## config.mk

```make
export PLATFORM = sky130hd
export DESIGN_NAME = crc_engine
export DESIGN_NICKNAME = d
export VERILOG_FILES = /design/src/hdl/crc_engine_pkg.sv /design/src/hdl/byte_fifo.sv /design/src/hdl/crc_engine.sv
export VERILOG_INCLUDE_DIRS = /design/src /design/src/hdl
export SDC_FILE = /design/constraint.sdc
export NUM_CORES = 1
export LEC_CHECK = 0
export BUFFER_PORTS_ARGS = -buffer_cell sky130_fd_sc_hd__buf_2
export CAP_MARGIN = 30
export CORE_ASPECT_RATIO = 1.2
export CORE_MARGIN = 4
export CORE_UTILIZATION = 40
export CTS_CLUSTER_DIAMETER = 30
export DETAILED_ROUTE_END_ITERATION = 8
export HOLD_SLACK_MARGIN = 0.03
export PLACE_DENSITY = 0.64
export SETUP_SLACK_MARGIN = 0.4
export SLEW_MARGIN = 0
export SYNTH_ARGS = -nofsm -noshare
export SYNTH_HDL_FRONTEND = slang
export SYNTH_HIERARCHICAL = 1
export SYNTH_SLANG_ARGS = --single-unit
```

## constraint.sdc

```tcl
create_clock -name CLK -period 8.4 [get_ports CLK]
set_clock_uncertainty 0.05 [all_clocks]
set_input_delay 1.68 -clock CLK [delete_from_list [all_inputs] [get_ports CLK]]
set_output_delay 1.68 -clock CLK [all_outputs]
set_load 0.02 [all_outputs]
```

## src/hdl/crc_engine_params.svh

```systemverilog
// Register offsets, field positions, reset values and codes for the CRC engine
`ifndef CRC_ENGINE_PARAMS_SVH
`define CRC_ENGINE_PARAMS_SVH

// ----------------------------------------------------------------
// Register byte offsets
// ----------------------------------------------------------------
`define CRC_ADDR_W          8
`define OFS_CRC_CONTROL     8'h00
`define OFS_DATA_MASK       8'h04
`define OFS_POLYNOMIAL      8'h08
`define OFS_LFSR_STATE      8'h0c
`define OFS_REM_MASK        8'h10
`define OFS_REMAINDER       8'h14
`define OFS_STATUS          8'h18

// ----------------------------------------------------------------
// Field positions
// ----------------------------------------------------------------
`define BIT_DATA_REVERSE    0
`define BIT_REMAINDER_BIT_ORDER_FLIP     8
`define BIT_STAT_BUSY       0
`define BIT_STAT_PENDING    1

// ----------------------------------------------------------------
// Reset values
// ----------------------------------------------------------------
`define RST_CONTROL         32'h0000_0000
`define RST_DATA_MASK       8'h00
`define RST_POLYNOMIAL      32'h0000_0000
`define RST_LFSR_STATE      32'h0000_0000
`define RST_REM_MASK        32'h0000_0000

// ----------------------------------------------------------------
// Instruction and bus codes, and the load FIFO depth
// ----------------------------------------------------------------
`define OPCODE_CRC          8'h58
`define RESP_OKAY           2'h0
`define RESP_SLVERR         2'h2
`define FIFO_DEPTH          32

`endif

```

## src/hdl/crc_engine_pkg.sv

```systemverilog
// Types shared by the CRC engine files
package crc_engine_pkg;

    // ----------------------------------------------------------------
    // Stream carrier and engine states
    // ----------------------------------------------------------------
    typedef struct packed {
        logic       last;
        logic [7:0] data;
    } stream_item_t;

    typedef enum logic {
        ST_IDLE,
        ST_RUN
    } crc_state_t;

endpackage

```

## src/hdl/byte_fifo.sv

```systemverilog
// Synchronous FIFO with valid/ready on both sides
module byte_fifo #(
    parameter int WIDTH = 9,
    parameter int DEPTH = 32
) (
    // Clock and reset
    input  wire logic             CLK,
    input  wire logic             RST,
    // Fill side
    input  wire logic             IN_VALID,
    output logic                  IN_READY,
    input  wire logic [WIDTH-1:0] IN_DATA,
    // Drain side
    output logic                  OUT_VALID,
    input  wire logic             OUT_READY,
    output logic [WIDTH-1:0]      OUT_DATA
);
    localparam int AW = $clog2(DEPTH);

    logic [WIDTH-1:0] mem [DEPTH];
    logic [AW-1:0]    wr_ptr;
    logic [AW-1:0]    rd_ptr;
    logic [AW:0]      count;
    logic [AW-1:0]    next_wr_ptr;
    logic [AW-1:0]    next_rd_ptr;
    logic [AW:0]      next_count;
    logic             push;
    logic             pop;

    assign IN_READY  = (count != (AW+1)'(DEPTH));
    assign OUT_VALID = (count != '0);
    assign OUT_DATA  = mem[rd_ptr];
    assign push      = IN_VALID & IN_READY;
    assign pop       = OUT_VALID & OUT_READY;

    always_comb begin
        next_wr_ptr = push ? AW'(wr_ptr + 1'b1) : wr_ptr;
        next_rd_ptr = pop ? AW'(rd_ptr + 1'b1) : rd_ptr;
        next_count  = count;
        if (push && !pop) begin
            next_count = (AW+1)'(count + 1'b1);
        end else if (pop && !push) begin
            next_count = (AW+1)'(count - 1'b1);
        end
    end

    always_ff @(posedge CLK or posedge RST) begin
        if (RST) begin
            wr_ptr <= '0;
            rd_ptr <= '0;
            count  <= '0;
        end else begin
            wr_ptr <= next_wr_ptr;
            rd_ptr <= next_rd_ptr;
            count  <= next_count;
        end
    end

    // Storage has no reset; only the pointers and the count define what is valid
    always_ff @(posedge CLK) begin
        if (push) begin
            mem[wr_ptr] <= IN_DATA;
        end
    end

endmodule

```

## src/hdl/crc_engine.sv

```systemverilog
// Byte stream CRC engine with AXI4-Lite registers and instruction port
`include "crc_engine_params.svh"

module crc_engine (
    // Clock and reset
    input  wire logic                      CLK,
    input  wire logic                      RST,
    // AXI4-Lite write address and data
    input  wire logic                      AWVALID,
    output logic                           AWREADY,
    input  wire logic [`CRC_ADDR_W-1:0]    AWADDR,
    input  wire logic                      WVALID,
    output logic                           WREADY,
    input  wire logic [31:0]               WDATA,
    input  wire logic [3:0]                WSTRB,
    // AXI4-Lite write response
    output logic                           BVALID,
    input  wire logic                      BREADY,
    output logic [1:0]                     BRESP,
    // AXI4-Lite read
    input  wire logic                      ARVALID,
    output logic                           ARREADY,
    input  wire logic [`CRC_ADDR_W-1:0]    ARADDR,
    output logic                           RVALID,
    input  wire logic                      RREADY,
    output logic [31:0]                    RDATA,
    output logic [1:0]                     RRESP,
    // Instruction port
    input  wire logic                      INSTR_VALID,
    output logic                           INSTR_READY,
    input  wire logic [31:0]               INSTR_WORD,
    output logic                           INSTR_DONE,
    output logic                           BUSY,
    // Load stream
    input  wire logic                      BYTE_VALID,
    output logic                           BYTE_READY,
    input  wire crc_engine_pkg::stream_item_t BYTE_ITEM
);
    // ----------------------------------------------------------------
    // Helpers
    // ----------------------------------------------------------------
    function automatic logic [31:0] rev32(input logic [31:0] v);
        logic [31:0] r;
        for (int i = 0; i < 32; i++) r[i] = v[31-i];
        return r;
    endfunction

    function automatic logic [7:0] rev8(input logic [7:0] v);
        logic [7:0] r;
        for (int i = 0; i < 8; i++) r[i] = v[7-i];
        return r;
    endfunction

    function automatic logic [31:0] crc_byte(input logic [31:0] s,
                                             input logic [7:0]  d,
                                             input logic [31:0] p);
        logic [31:0] t;
        logic        fb;
        t = s;
        for (int i = 7; i >= 0; i--) begin
            fb = t[31] ^ d[i];
            t  = {t[30:0], 1'b0};
            if (fb) t = t ^ p;
        end
        return t;
    endfunction

    function automatic logic [31:0] merge(input logic [31:0] o,
                                          input logic [31:0] d,
                                          input logic [3:0]  s);
        logic [31:0] r;
        r = o;
        for (int b = 0; b < 4; b++) if (s[b]) r[b*8 +: 8] = d[b*8 +: 8];
        return r;
    endfunction

    function automatic logic mapped(input logic [`CRC_ADDR_W-1:0] a);
        return a == `OFS_CRC_CONTROL || a == `OFS_DATA_MASK ||
               a == `OFS_POLYNOMIAL  || a == `OFS_LFSR_STATE ||
               a == `OFS_REM_MASK    || a == `OFS_REMAINDER ||
               a == `OFS_STATUS;
    endfunction

    // ----------------------------------------------------------------
    // Load FIFO
    // ----------------------------------------------------------------
    crc_engine_pkg::stream_item_t fifo_item;
    logic fifo_valid;
    logic fifo_ready;
    logic fifo_fire;

    byte_fifo #(.WIDTH(9), .DEPTH(`FIFO_DEPTH)) u_fifo (
        .CLK       (CLK),
        .RST       (RST),
        .IN_VALID  (BYTE_VALID),
        .IN_READY  (BYTE_READY),
        .IN_DATA   (BYTE_ITEM),
        .OUT_VALID (fifo_valid),
        .OUT_READY (fifo_ready),
        .OUT_DATA  (fifo_item)
    );

    // ----------------------------------------------------------------
    // AXI4-Lite write channel
    // ----------------------------------------------------------------
    logic                   aw_held, next_aw_held;
    logic                   w_held, next_w_held;
    logic [`CRC_ADDR_W-1:0] aw_addr, next_aw_addr;
    logic [31:0]            w_data, next_w_data;
    logic [3:0]             w_strb, next_w_strb;
    logic                   bvalid, next_bvalid;
    logic [1:0]             bresp, next_bresp;
    logic                   wr_fire;

    assign AWREADY = !aw_held;
    assign WREADY  = !w_held;
    assign BVALID  = bvalid;
    assign BRESP   = bresp;
    assign wr_fire = aw_held & w_held & !bvalid;

    always_comb begin
        next_aw_held = aw_held;
        next_w_held  = w_held;
        next_aw_addr = aw_addr;
        next_w_data  = w_data;
        next_w_strb  = w_strb;
        next_bvalid  = bvalid;
        next_bresp   = bresp;
        if (AWVALID && !aw_held) begin
            next_aw_held = 1'b1;
            next_aw_addr = AWADDR;
        end
        if (WVALID && !w_held) begin
            next_w_held = 1'b1;
            next_w_data = WDATA;
            next_w_strb = WSTRB;
        end
        if (bvalid && BREADY) next_bvalid = 1'b0;
        if (wr_fire) begin
            next_aw_held = 1'b0;
            next_w_held  = 1'b0;
            next_bvalid  = 1'b1;
            next_bresp   = mapped(aw_addr) ? `RESP_OKAY : `RESP_SLVERR;
        end
    end

    always_ff @(posedge CLK or posedge RST) begin
        if (RST) begin
            aw_held <= 1'b0;
            w_held  <= 1'b0;
            aw_addr <= '0;
            w_data  <= '0;
            w_strb  <= '0;
            bvalid  <= 1'b0;
            bresp   <= `RESP_OKAY;
        end else begin
            aw_held <= next_aw_held;
            w_held  <= next_w_held;
            aw_addr <= next_aw_addr;
            w_data  <= next_w_data;
            w_strb  <= next_w_strb;
            bvalid  <= next_bvalid;
            bresp   <= next_bresp;
        end
    end

    // ----------------------------------------------------------------
    // Engine core and configuration
    // ----------------------------------------------------------------
    crc_engine_pkg::crc_state_t state, next_state;
    logic [31:0] control, next_control;
    logic [7:0]  data_mask, next_data_mask;
    logic [31:0] polynomial, next_polynomial;
    logic [31:0] lfsr, next_lfsr;
    logic [31:0] rem_mask, next_rem_mask;
    logic [31:0] remainder, next_remainder;
    logic        done, next_done;
    logic [7:0]  masked;
    logic [7:0]  feed;
    logic [31:0] rem_xored;
    logic        crc_start;

    assign INSTR_READY = (state == crc_engine_pkg::ST_IDLE);
    assign INSTR_DONE  = done;
    assign BUSY        = (state == crc_engine_pkg::ST_RUN);
    assign crc_start   = INSTR_VALID && INSTR_READY &&
                         INSTR_WORD[31:24] == `OPCODE_CRC;
    assign fifo_ready  = BUSY;
    assign fifo_fire   = fifo_valid & fifo_ready;
    assign masked      = fifo_item.data ^ data_mask;
    assign feed        = control[`BIT_DATA_REVERSE] ?
                         rev8(masked) : masked;
    assign rem_xored   = lfsr ^ rem_mask;

    always_comb begin
        next_state      = state;
        next_control    = control;
        next_data_mask  = data_mask;
        next_polynomial = polynomial;
        next_lfsr       = lfsr;
        next_rem_mask   = rem_mask;
        next_done       = 1'b0;
        next_remainder  = control[`BIT_REMAINDER_BIT_ORDER_FLIP] ?
                          rev32(rem_xored) : rem_xored;
        if (wr_fire) begin
            unique case (aw_addr)
                `OFS_CRC_CONTROL: next_control = merge(control, w_data, w_strb);
                `OFS_DATA_MASK:   next_data_mask =
                                      w_strb[0] ? w_data[7:0] : data_mask;
                `OFS_POLYNOMIAL:  next_polynomial =
                                      merge(polynomial, w_data, w_strb);
                `OFS_LFSR_STATE:  next_lfsr = merge(lfsr, w_data, w_strb);
                `OFS_REM_MASK:    next_rem_mask = merge(rem_mask, w_data, w_strb);
                default: ;
            endcase
        end
        unique case (state)
            crc_engine_pkg::ST_IDLE: begin
                // State is kept as it stands; no hardware reseed
                if (crc_start) next_state = crc_engine_pkg::ST_RUN;
            end
            crc_engine_pkg::ST_RUN: begin
                // Byte update outranks a concurrent software write
                if (fifo_fire) begin
                    next_lfsr = crc_byte(lfsr, feed, polynomial);
                    if (fifo_item.last) begin
                        next_state = crc_engine_pkg::ST_IDLE;
                        next_done  = 1'b1;
                    end
                end
            end
        endcase
    end

    always_ff @(posedge CLK or posedge RST) begin
        if (RST) begin
            state      <= crc_engine_pkg::ST_IDLE;
            control    <= `RST_CONTROL;
            data_mask  <= `RST_DATA_MASK;
            polynomial <= `RST_POLYNOMIAL;
            lfsr       <= `RST_LFSR_STATE;
            rem_mask   <= `RST_REM_MASK;
            remainder  <= '0;
            done       <= 1'b0;
        end else begin
            state      <= next_state;
            control    <= next_control;
            data_mask  <= next_data_mask;
            polynomial <= next_polynomial;
            lfsr       <= next_lfsr;
            rem_mask   <= next_rem_mask;
            remainder  <= next_remainder;
            done       <= next_done;
        end
    end

    // ----------------------------------------------------------------
    // AXI4-Lite read channel
    // ----------------------------------------------------------------
    logic        rvalid, next_rvalid;
    logic [31:0] rdata, next_rdata;
    logic [1:0]  rresp, next_rresp;

    assign ARREADY = !rvalid;
    assign RVALID  = rvalid;
    assign RDATA   = rdata;
    assign RRESP   = rresp;

    always_comb begin
        next_rvalid = rvalid;
        next_rdata  = rdata;
        next_rresp  = rresp;
        if (rvalid && RREADY) next_rvalid = 1'b0;
        if (ARVALID && !rvalid) begin
            next_rvalid = 1'b1;
            next_rresp  = `RESP_OKAY;
            unique case (ARADDR)
                `OFS_CRC_CONTROL: next_rdata = control;
                `OFS_DATA_MASK:   next_rdata = {24'h0, data_mask};
                `OFS_POLYNOMIAL:  next_rdata = polynomial;
                `OFS_LFSR_STATE:  next_rdata = lfsr;
                `OFS_REM_MASK:    next_rdata = rem_mask;
                `OFS_REMAINDER:   next_rdata = remainder;
                `OFS_STATUS:      next_rdata = {30'h0, fifo_valid, BUSY};
                default: begin
                    next_rdata = 32'h0000_0000;
                    next_rresp = `RESP_SLVERR;
                end
            endcase
        end
    end

    always_ff @(posedge CLK or posedge RST) begin
        if (RST) begin
            rvalid <= 1'b0;
            rdata  <= '0;
            rresp  <= `RESP_OKAY;
        end else begin
            rvalid <= next_rvalid;
            rdata  <= next_rdata;
            rresp  <= next_rresp;
        end
    end
endmodule

```

==> results of run 1 <==
[metal layers]
layer	global-route usage	routed length [um]
met4	0.08271	2982
met1	0.2436	29810
met3	0.03558	4201
met2	0.3545	39740
met5	0	12
[cell usage after synthesis, drive strengths merged, types with 54 or more instances]
| master | number |
|---|---|
| a21oi | 115 |
| nor2 | 107 |
| edfxtp | 288 |
| o21ai | 57 |
| clkbuf | 116 |
| dfrtp | 268 |
| mux2 | 187 |
| mux2i | 57 |
| nand2 | 289 |
| xor2 | 54 |
| mux4 | 54 |
| xnor2 | 160 |
[layout make-up]
class / instances / area share
clock buffer: 131 / 0.08735
clock inverter: 73 / 0.02876
inverter: 32 / 0.003673
multi-input combinational: 1485 / 0.3614
sequential: 556 / 0.4555
tap: 918 / 0.03406
timing repair buffer: 163 / 0.02920
[worst max path at each step]
stage | slack, ps | end
finish | 860 | lfsr[30]$_DFF_PP0_
global route | 430 | lfsr[29]$_DFF_PP0_
CTS | 930 | lfsr[30]$_DFF_PP0_
detailed placement | 1080 | lfsr[30]$_DFF_PP0_
global placement | 1120 | lfsr[1]$_DFF_PP0_
floorplan | 2740 | lfsr[24]$_DFF_PP0_
[metrics by stage]
stage | total power [mW] | hold slack [ps]
after global routing | 15.05 | 465.2
after global placement | 9.696 | 431.2
final | 14.36 | 451.3
after detailed placement | 9.831 | 440.2
after CTS | 14.40 | 455.7
after floorplan | 8.141 | 422.1
[registers in the layout, indices dropped and copies added, names as in the netlist, 6 cells and up]
register	cells
RDATA	32
remainder	32
w_data	32
polynomial	32
u_fifo/mem	288
rem_mask	32
lfsr	32
control	32
aw_addr	8
data_mask	8
u_fifo/count	6
[power by group through the flow]
stage / Combinational, mW / Sequential, mW / Clock, mW
2_1_floorplan: 4.52 / 3.62 / 0
3_3_place_gp: 5.74 / 3.96 / 0
3_5_place_dp: 5.85 / 3.98 / 0
4_1_cts: 5.89 / 3.94 / 4.57
5_1_grt: 6.32 / 4.00 / 4.72
6_report: 5.92 / 3.94 / 4.50
[cell families (layout without fill, tap and decap cells)]
family	count (synthesis)	after routing	synth area share
flip-flops	556	556	0.5428
AND/OR/NAND/NOR	540	540	0.08603
AO/OA/AOI/OAI	384	384	0.09943
multiplexers	298	298	0.1403
XOR/XNOR	249	249	0.09625
buffers and inverters	188	399	0.02950
adder cells (fa/ha/maj)	12	12	0.005573
other	1	2	0.0001326
==> results.py, run 1 <==
metrics = {
    "clocking": {
        "htree_levels": 3,
        "cts_tree": "yes",
        "numCtsBuffers": 108,
        "path_clk_slew_ps": 50,
        "cts.sinks": 556,
        "postCtsSetupBuffers": 0,
        "clock_latency_ps": 670,
        "cts_hold_buffers": 0,
        "cts_resized": 0,
        "clk_path_buf_depth": 3,
        "cts_root_buffer": "clkbuf_16",
    },
    "layout": {
        "seqCellArea_sq_um": 15360,
        "multi_input_area_sq_um": 12190,
        "fin_area_sq_um": 33720,
        "area_delta_synth_final_pct": 19.21,
        "nFillCells": 5929,
        "utilization": 0.4824,
        "nNetsFinal": 2460,
        "instances_no_fill": 3358,
        "final_layout_size_suffix_gt1_frac": 0.2586,
        "final_common_cell": "edfxtp_1",
        "antenna-diode-count": 0,
        "final_cell_mix": "edfxtp_1 (288), nand2_1 (287), dfrtp_1 (266)",
    },
    "critical_path": {
        "crit_arrival_ps": 7980,
        "rrSetupSlack_ps": 860,
        "worstReg2RegEnd": "lfsr[30]$_DFF_PP0_",
        "cp_cell_sequence": "buf_4 > mux4_1 > a2111oi_1 > a21oi_1 > xor3_1 > mux2i_1 > nor2_1 > o32a_1 > xnor2_1 > nor2_1 > xnor3_1 > xnor2_2 > xor2_4 > buf_4 > nand3_2 > o21ai_2 > buf_12 > a221oi_1 > xnor3_1 > o21ai_1",
        "crit-reg2reg-launch": "u_fifo/rd_ptr[0]$_DFFE_PP0P_",
        "cp.depth": 20,
        "worstPathRequired_ps": 8840,
        "crit_family": "XOR/XNOR gates",
        "cp_max_fo": 32,
        "worst_setup_path_end_kind": "register",
        "critPathKind": "register to register",
        "startpoint": "u_fifo/rd_ptr[0]$_DFFE_PP0P_",
        "slowest_delay_ps": 850,
        "path_buf_inv": 3,
        "r2r.worst_path.cells": 20,
        "worst_path_max_delay_cell": "dfrtp_4",
        "startpoint_type": "register",
    },
    "placement": {
        "hpwl_mm": 50.56,
        "place_ws_ps": 1081,
        "dp.cells": 3153,
        "dpl-instance-area_sq_um": 29780,
        "gp_congestion": 0.8907,
        "io_buffers": 120,
    },
    "route": {
        "wirelength_mm": 76.74,
        "initialDrtViolationCount": 1693,
        "drt_drc_violations_left": 0,
        "antenna_left": 0,
        "num_vias": 18980,
        "routed_via_density": 5.651,
        "drt_pass1_iterations": 8,
        "wl_per_cell_um": 22.85,
    },
    "floorplanning": {
        "coreArea_sq_um": 69890,
        "dieArea_sq_um": 75060,
        "num_rows": 106,
        "die_h_um": 299.3,
        "die_w_um": 250.8,
        "initial_core_util": 0.4047,
        "io_pins": 147,
    },
    "sta": {
        "period_share": 0.8978,
        "slew_headroom": 0.2692,
        "max_freq_ghz": 0.1326,
        "fin_crit_ps": 7542,
        "worstMarginPinSlew_ps": 1094,
        "setup_viol": 0,
        "slew_viol_final": 0,
        "setup_ws_ps": 858.3,
        "hold_viol_final": 0,
        "tns_ps": 0,
        "rsz0062_at_grt": "false",
    },
    "job": {
        "maxCapViolCount": 0,
    },
    "worst_hold_path": {
        "hold-path-cell-count": 1,
        "hp-start": "RDATA[16]$_DFFE_PP0P_",
        "whs_endpoint": "RDATA[16]$_DFFE_PP0P_",
        "worstHoldPathType": "register to register",
    },
    "synthesis": {
        "yosysWarnings": 6,
        "synth_top_area_frac": 0.3057,
        "syn_area_sq_um": 28290,
        "synth.largest_area_cell": "edfxtp_1",
        "synth_cell_types": 84,
        "synthCells": 2228,
        "synth.area.top_cells": "edfxtp_1 (31%), dfrtp_1 (24%), mux2_2 (7.4%)",
        "synth_edf_count": 288,
        "ys_seq_area_frac": 0.5428,
        "synthArstFlopShare": 0.4820,
        "synthFlopType": "edfxtp_1",
        "synth.avg_cell_area_sq_um": 12.70,
        "synth-seq-cells": 556,
    },
    "power": {
        "p_sw_mw": 5.669,
        "power_density_nw_per_um2": 425.9,
        "pwr-share-comb": 0.412,
        "ir_drop_uv": 297.7,
        "p_int_mw": 8.693,
        "swShare": 0.3947,
        "pwr-share-clk": 0.313,
        "p_leak_nw": 13.50,
        "pwr-share-seq": 0.275,
    },
    "global_routing": {
        "grt_usage": 0.2010,
        "antenna_found_initial": 2,
        "grt_pass1_vias": 19520,
        "grt_pass1_wl_mm": 117.7,
        "grt_overflow": 0,
        "grt_max_degree": 145,
    },
    "status": {
        "status": "finished clean",
    },
}
(Power assumes the default switching activity.)
==> inputs of run 2 (changes only) <==
--- a/config.mk
+++ b/config.mk
@@ -6,6 +6,7 @@
 export SDC_FILE = /design/constraint.sdc
 export NUM_CORES = 1
 export LEC_CHECK = 0
+export ABC_AREA = 1
 export BUFFER_PORTS_ARGS = -buffer_cell sky130_fd_sc_hd__buf_2
 export CAP_MARGIN = 30
 export CORE_ASPECT_RATIO = 1.2
==> results.py, run 2 <==
metrics = {
    "route": {
        "wl_per_cell_um": 18.27,
        "num_vias": 23470,
        "drt_pass1_iterations": 6,
        "initialDrtViolationCount": 1830,
        "drt_drc_violations_left": 0,
        "wirelength_mm": 83.67,
        "routed_via_density": 5.125,
        "antenna_left": 0,
    },
    "placement": {
        "gp_congestion": 0.8610,
        "place_ws_ps": 1213,
        "io_buffers": 120,
        "hpwl_mm": 52.87,
        "dp.cells": 4358,
    },
    "clocking": {
        "cts_root_buffer": "clkbuf_16",
        "numCtsBuffers": 117,
        "clk_path_buf_depth": 3,
        "path_clk_slew_ps": 50,
        "htree_levels": 3,
        "postCtsSetupBuffers": 0,
        "cts.sinks": 556,
        "cts_tree": "yes",
        "cts_hold_buffers": 0,
        "clock_latency_ps": 670,
        "cts_resized": 0,
    },
    "synthesis": {
        "yosysWarnings": 6,
        "synthCells": 3447,
        "synthTopCellsByCount": "nand2_1 (1078), inv_1 (354), nand3_1 (336), edfxtp_1 (288), dfrtp_1 (268)",
        "syn_area_sq_um": 28980,
        "synth_edf_count": 288,
        "synthArstFlopShare": 0.4820,
        "synthFlopType": "edfxtp_1",
        "synth_top_area_frac": 0.2984,
        "synth_most_common_cell": "nand2_1",
        "synth_cell_types": 46,
        "synth.largest_area_cell": "edfxtp_1",
        "ys_seq_area_frac": 0.5298,
        "synth.area.top_cells": "edfxtp_1 (30%), dfrtp_1 (23%), nand2_1 (14%)",
        "synth-seq-cells": 556,
        "synth.avg_cell_area_sq_um": 8.408,
    },
    "worst_hold_path": {
        "worstHoldPathType": "register to register",
    },
    "global_routing": {
        "antenna_found_initial": 0,
        "grt_usage": 0.2135,
        "grt_pass1_vias": 22370,
        "grt_max_degree": 106,
        "grt_pass1_wl_mm": 127.2,
        "grt_overflow": 0,
    },
    "critical_path": {
        "worst_path_max_delay_cell": "dfrtp_4",
        "crit_arrival_ps": 7820,
        "worst_setup_path_end_kind": "register",
        "crit_family": "simple AND/OR/NAND/NOR gates",
        "slowest_delay_ps": 800,
        "path_buf_inv": 5,
        "rrSetupSlack_ps": 1070,
        "cp_max_fo": 66,
        "critPathKind": "register to register",
        "worstPathRequired_ps": 8900,
        "crit_path_frequent_cell": "nand2_1",
        "startpoint_type": "register",
    },
    "floorplanning": {
        "die_h_um": 302.9,
        "io_pins": 147,
        "coreArea_sq_um": 71360,
        "die_w_um": 253.7,
        "initial_core_util": 0.4061,
        "dieArea_sq_um": 76840,
        "num_rows": 107,
    },
    "power": {
        "power_density_nw_per_um2": 397.4,
        "p_leak_nw": 15.44,
        "ir_drop_uv": 342.4,
    },
    "layout": {
        "largest_reg_flops": 288,
        "final_cell_mix": "nand2_1 (1075), inv_1 (353), nand3_1 (336)",
        "nNetsFinal": 3669,
        "area_delta_synth_final_pct": 19.60,
        "final_layout_size_suffix_gt1_frac": 0.1202,
        "final_common_cell": "nand2_1",
        "instances_no_fill": 4579,
        "largest_register": "u_fifo/mem",
    },
    "sta": {
        "hold_viol_final": 0,
        "setup_ws_ps": 1074,
        "worstMarginPinSlew_ps": 1043,
        "slew_headroom": 0.3006,
        "rsz0062_at_grt": "false",
        "max_freq_ghz": 0.1365,
        "slew_viol_final": 0,
        "tns_ps": 0,
        "fin_crit_ps": 7326,
        "period_share": 0.8721,
        "setup_viol": 0,
    },
    "status": {
        "status": "finished clean",
    },
    "job": {
        "maxCapViolCount": 0,
    },
}
==> run 2: cell types whose count changed after synthesis, moves of 37 or more <==
cell,previous run,this run
nand2_1,288,1078
xnor2_1,157,71
nand3_1,18,336
xor2_1,51,128
buf_2,15,54
mux2i_1,55,0
mux2_2,186,8
a21oi_1,114,77
a22o_1,42,0
inv_1,31,354
o21ai_0,26,195
mux4_2,37,0
a22oi_1,40,0
nor2_1,106,236
==> run 2: where the power goes <==
group	switching [mW]	internal, mW
Sequential	0.407	3.32
Clock	1.47	3.28
Combinational	3.78	1.52
==> run 2: per-stage QoR <==
| stage | hold slack [ps] | utilization | power, mW | cell area [sq um] |
|---|---|---|---|---|
| detailed placement | 411.0 | 0.4272 | 8.988 | 30480 |
| CTS | 421.1 | 0.4849 | 13.79 | 34600 |
| finish | 414.9 | 0.4858 | 13.78 | 34660 |
| global route | 444.4 | 0.4857 | 14.58 | 34660 |
| global placement | 406.9 | 0.4267 | 8.909 | 30450 |
| floorplan | 402.8 | - | 7.526 | 28990 |
==> run 2: routing by layer <==
layer / vias up / wire length [um] / GRT usage
li1: 11380 / - / -
met1: 11130 / 34920 / 0.2722
met2: 788 / 40760 / 0.3635
met3: 174 / 5012 / 0.03507
met4: 0 / 2981 / 0.08688
met5: - / 0 / 0
==> run 2: cell type report <==
class | count | area (sq um)
antenna | 1 | 2.502
clock buffer | 155 | 3222
clock inverter | 61 | 898.4
fill | 6661 | 36690
inverter | 365 | 1376
multi-input combinational | 2336 | 11490
sequential | 556 | 15360
tap | 926 | 1159
timing repair buffer | 179 | 1156
==> run 2: logic make-up after synthesis <==
| group | share of synthesized area |
|---|---|
| multiplexers | 0.003109 |
| flip-flops | 0.5298 |
| buffers and inverters | 0.07771 |
| adder cells (fa/ha/maj) | 0.005440 |
| XOR/XNOR | 0.06014 |
| AO/OA/AOI/OAI | 0.07300 |
| AND/OR/NAND/NOR | 0.2507 |
| other | 0.0001294 |
==> run 2: path summary, 6_finish.rpt <==
kind,startpoint,endpoint,depth (start not counted)
min in group asynchronous,RST,w_data[13]$_DFFE_PP0P_,2
setup / recovery,u_fifo/rd_ptr[0]$_DFFE_PP0P_,lfsr[20]$_DFF_PP0_,37
max in group asynchronous,RST,remainder[31]$_DFF_PP0_,5
hold / removal,RDATA[0]$_DFFE_PP0P_,RDATA[0]$_DFFE_PP0P_,1
hold reg to reg,RDATA[0]$_DFFE_PP0P_,RDATA[0]$_DFFE_PP0P_,1
setup reg to reg,u_fifo/rd_ptr[0]$_DFFE_PP0P_,lfsr[20]$_DFF_PP0_,37
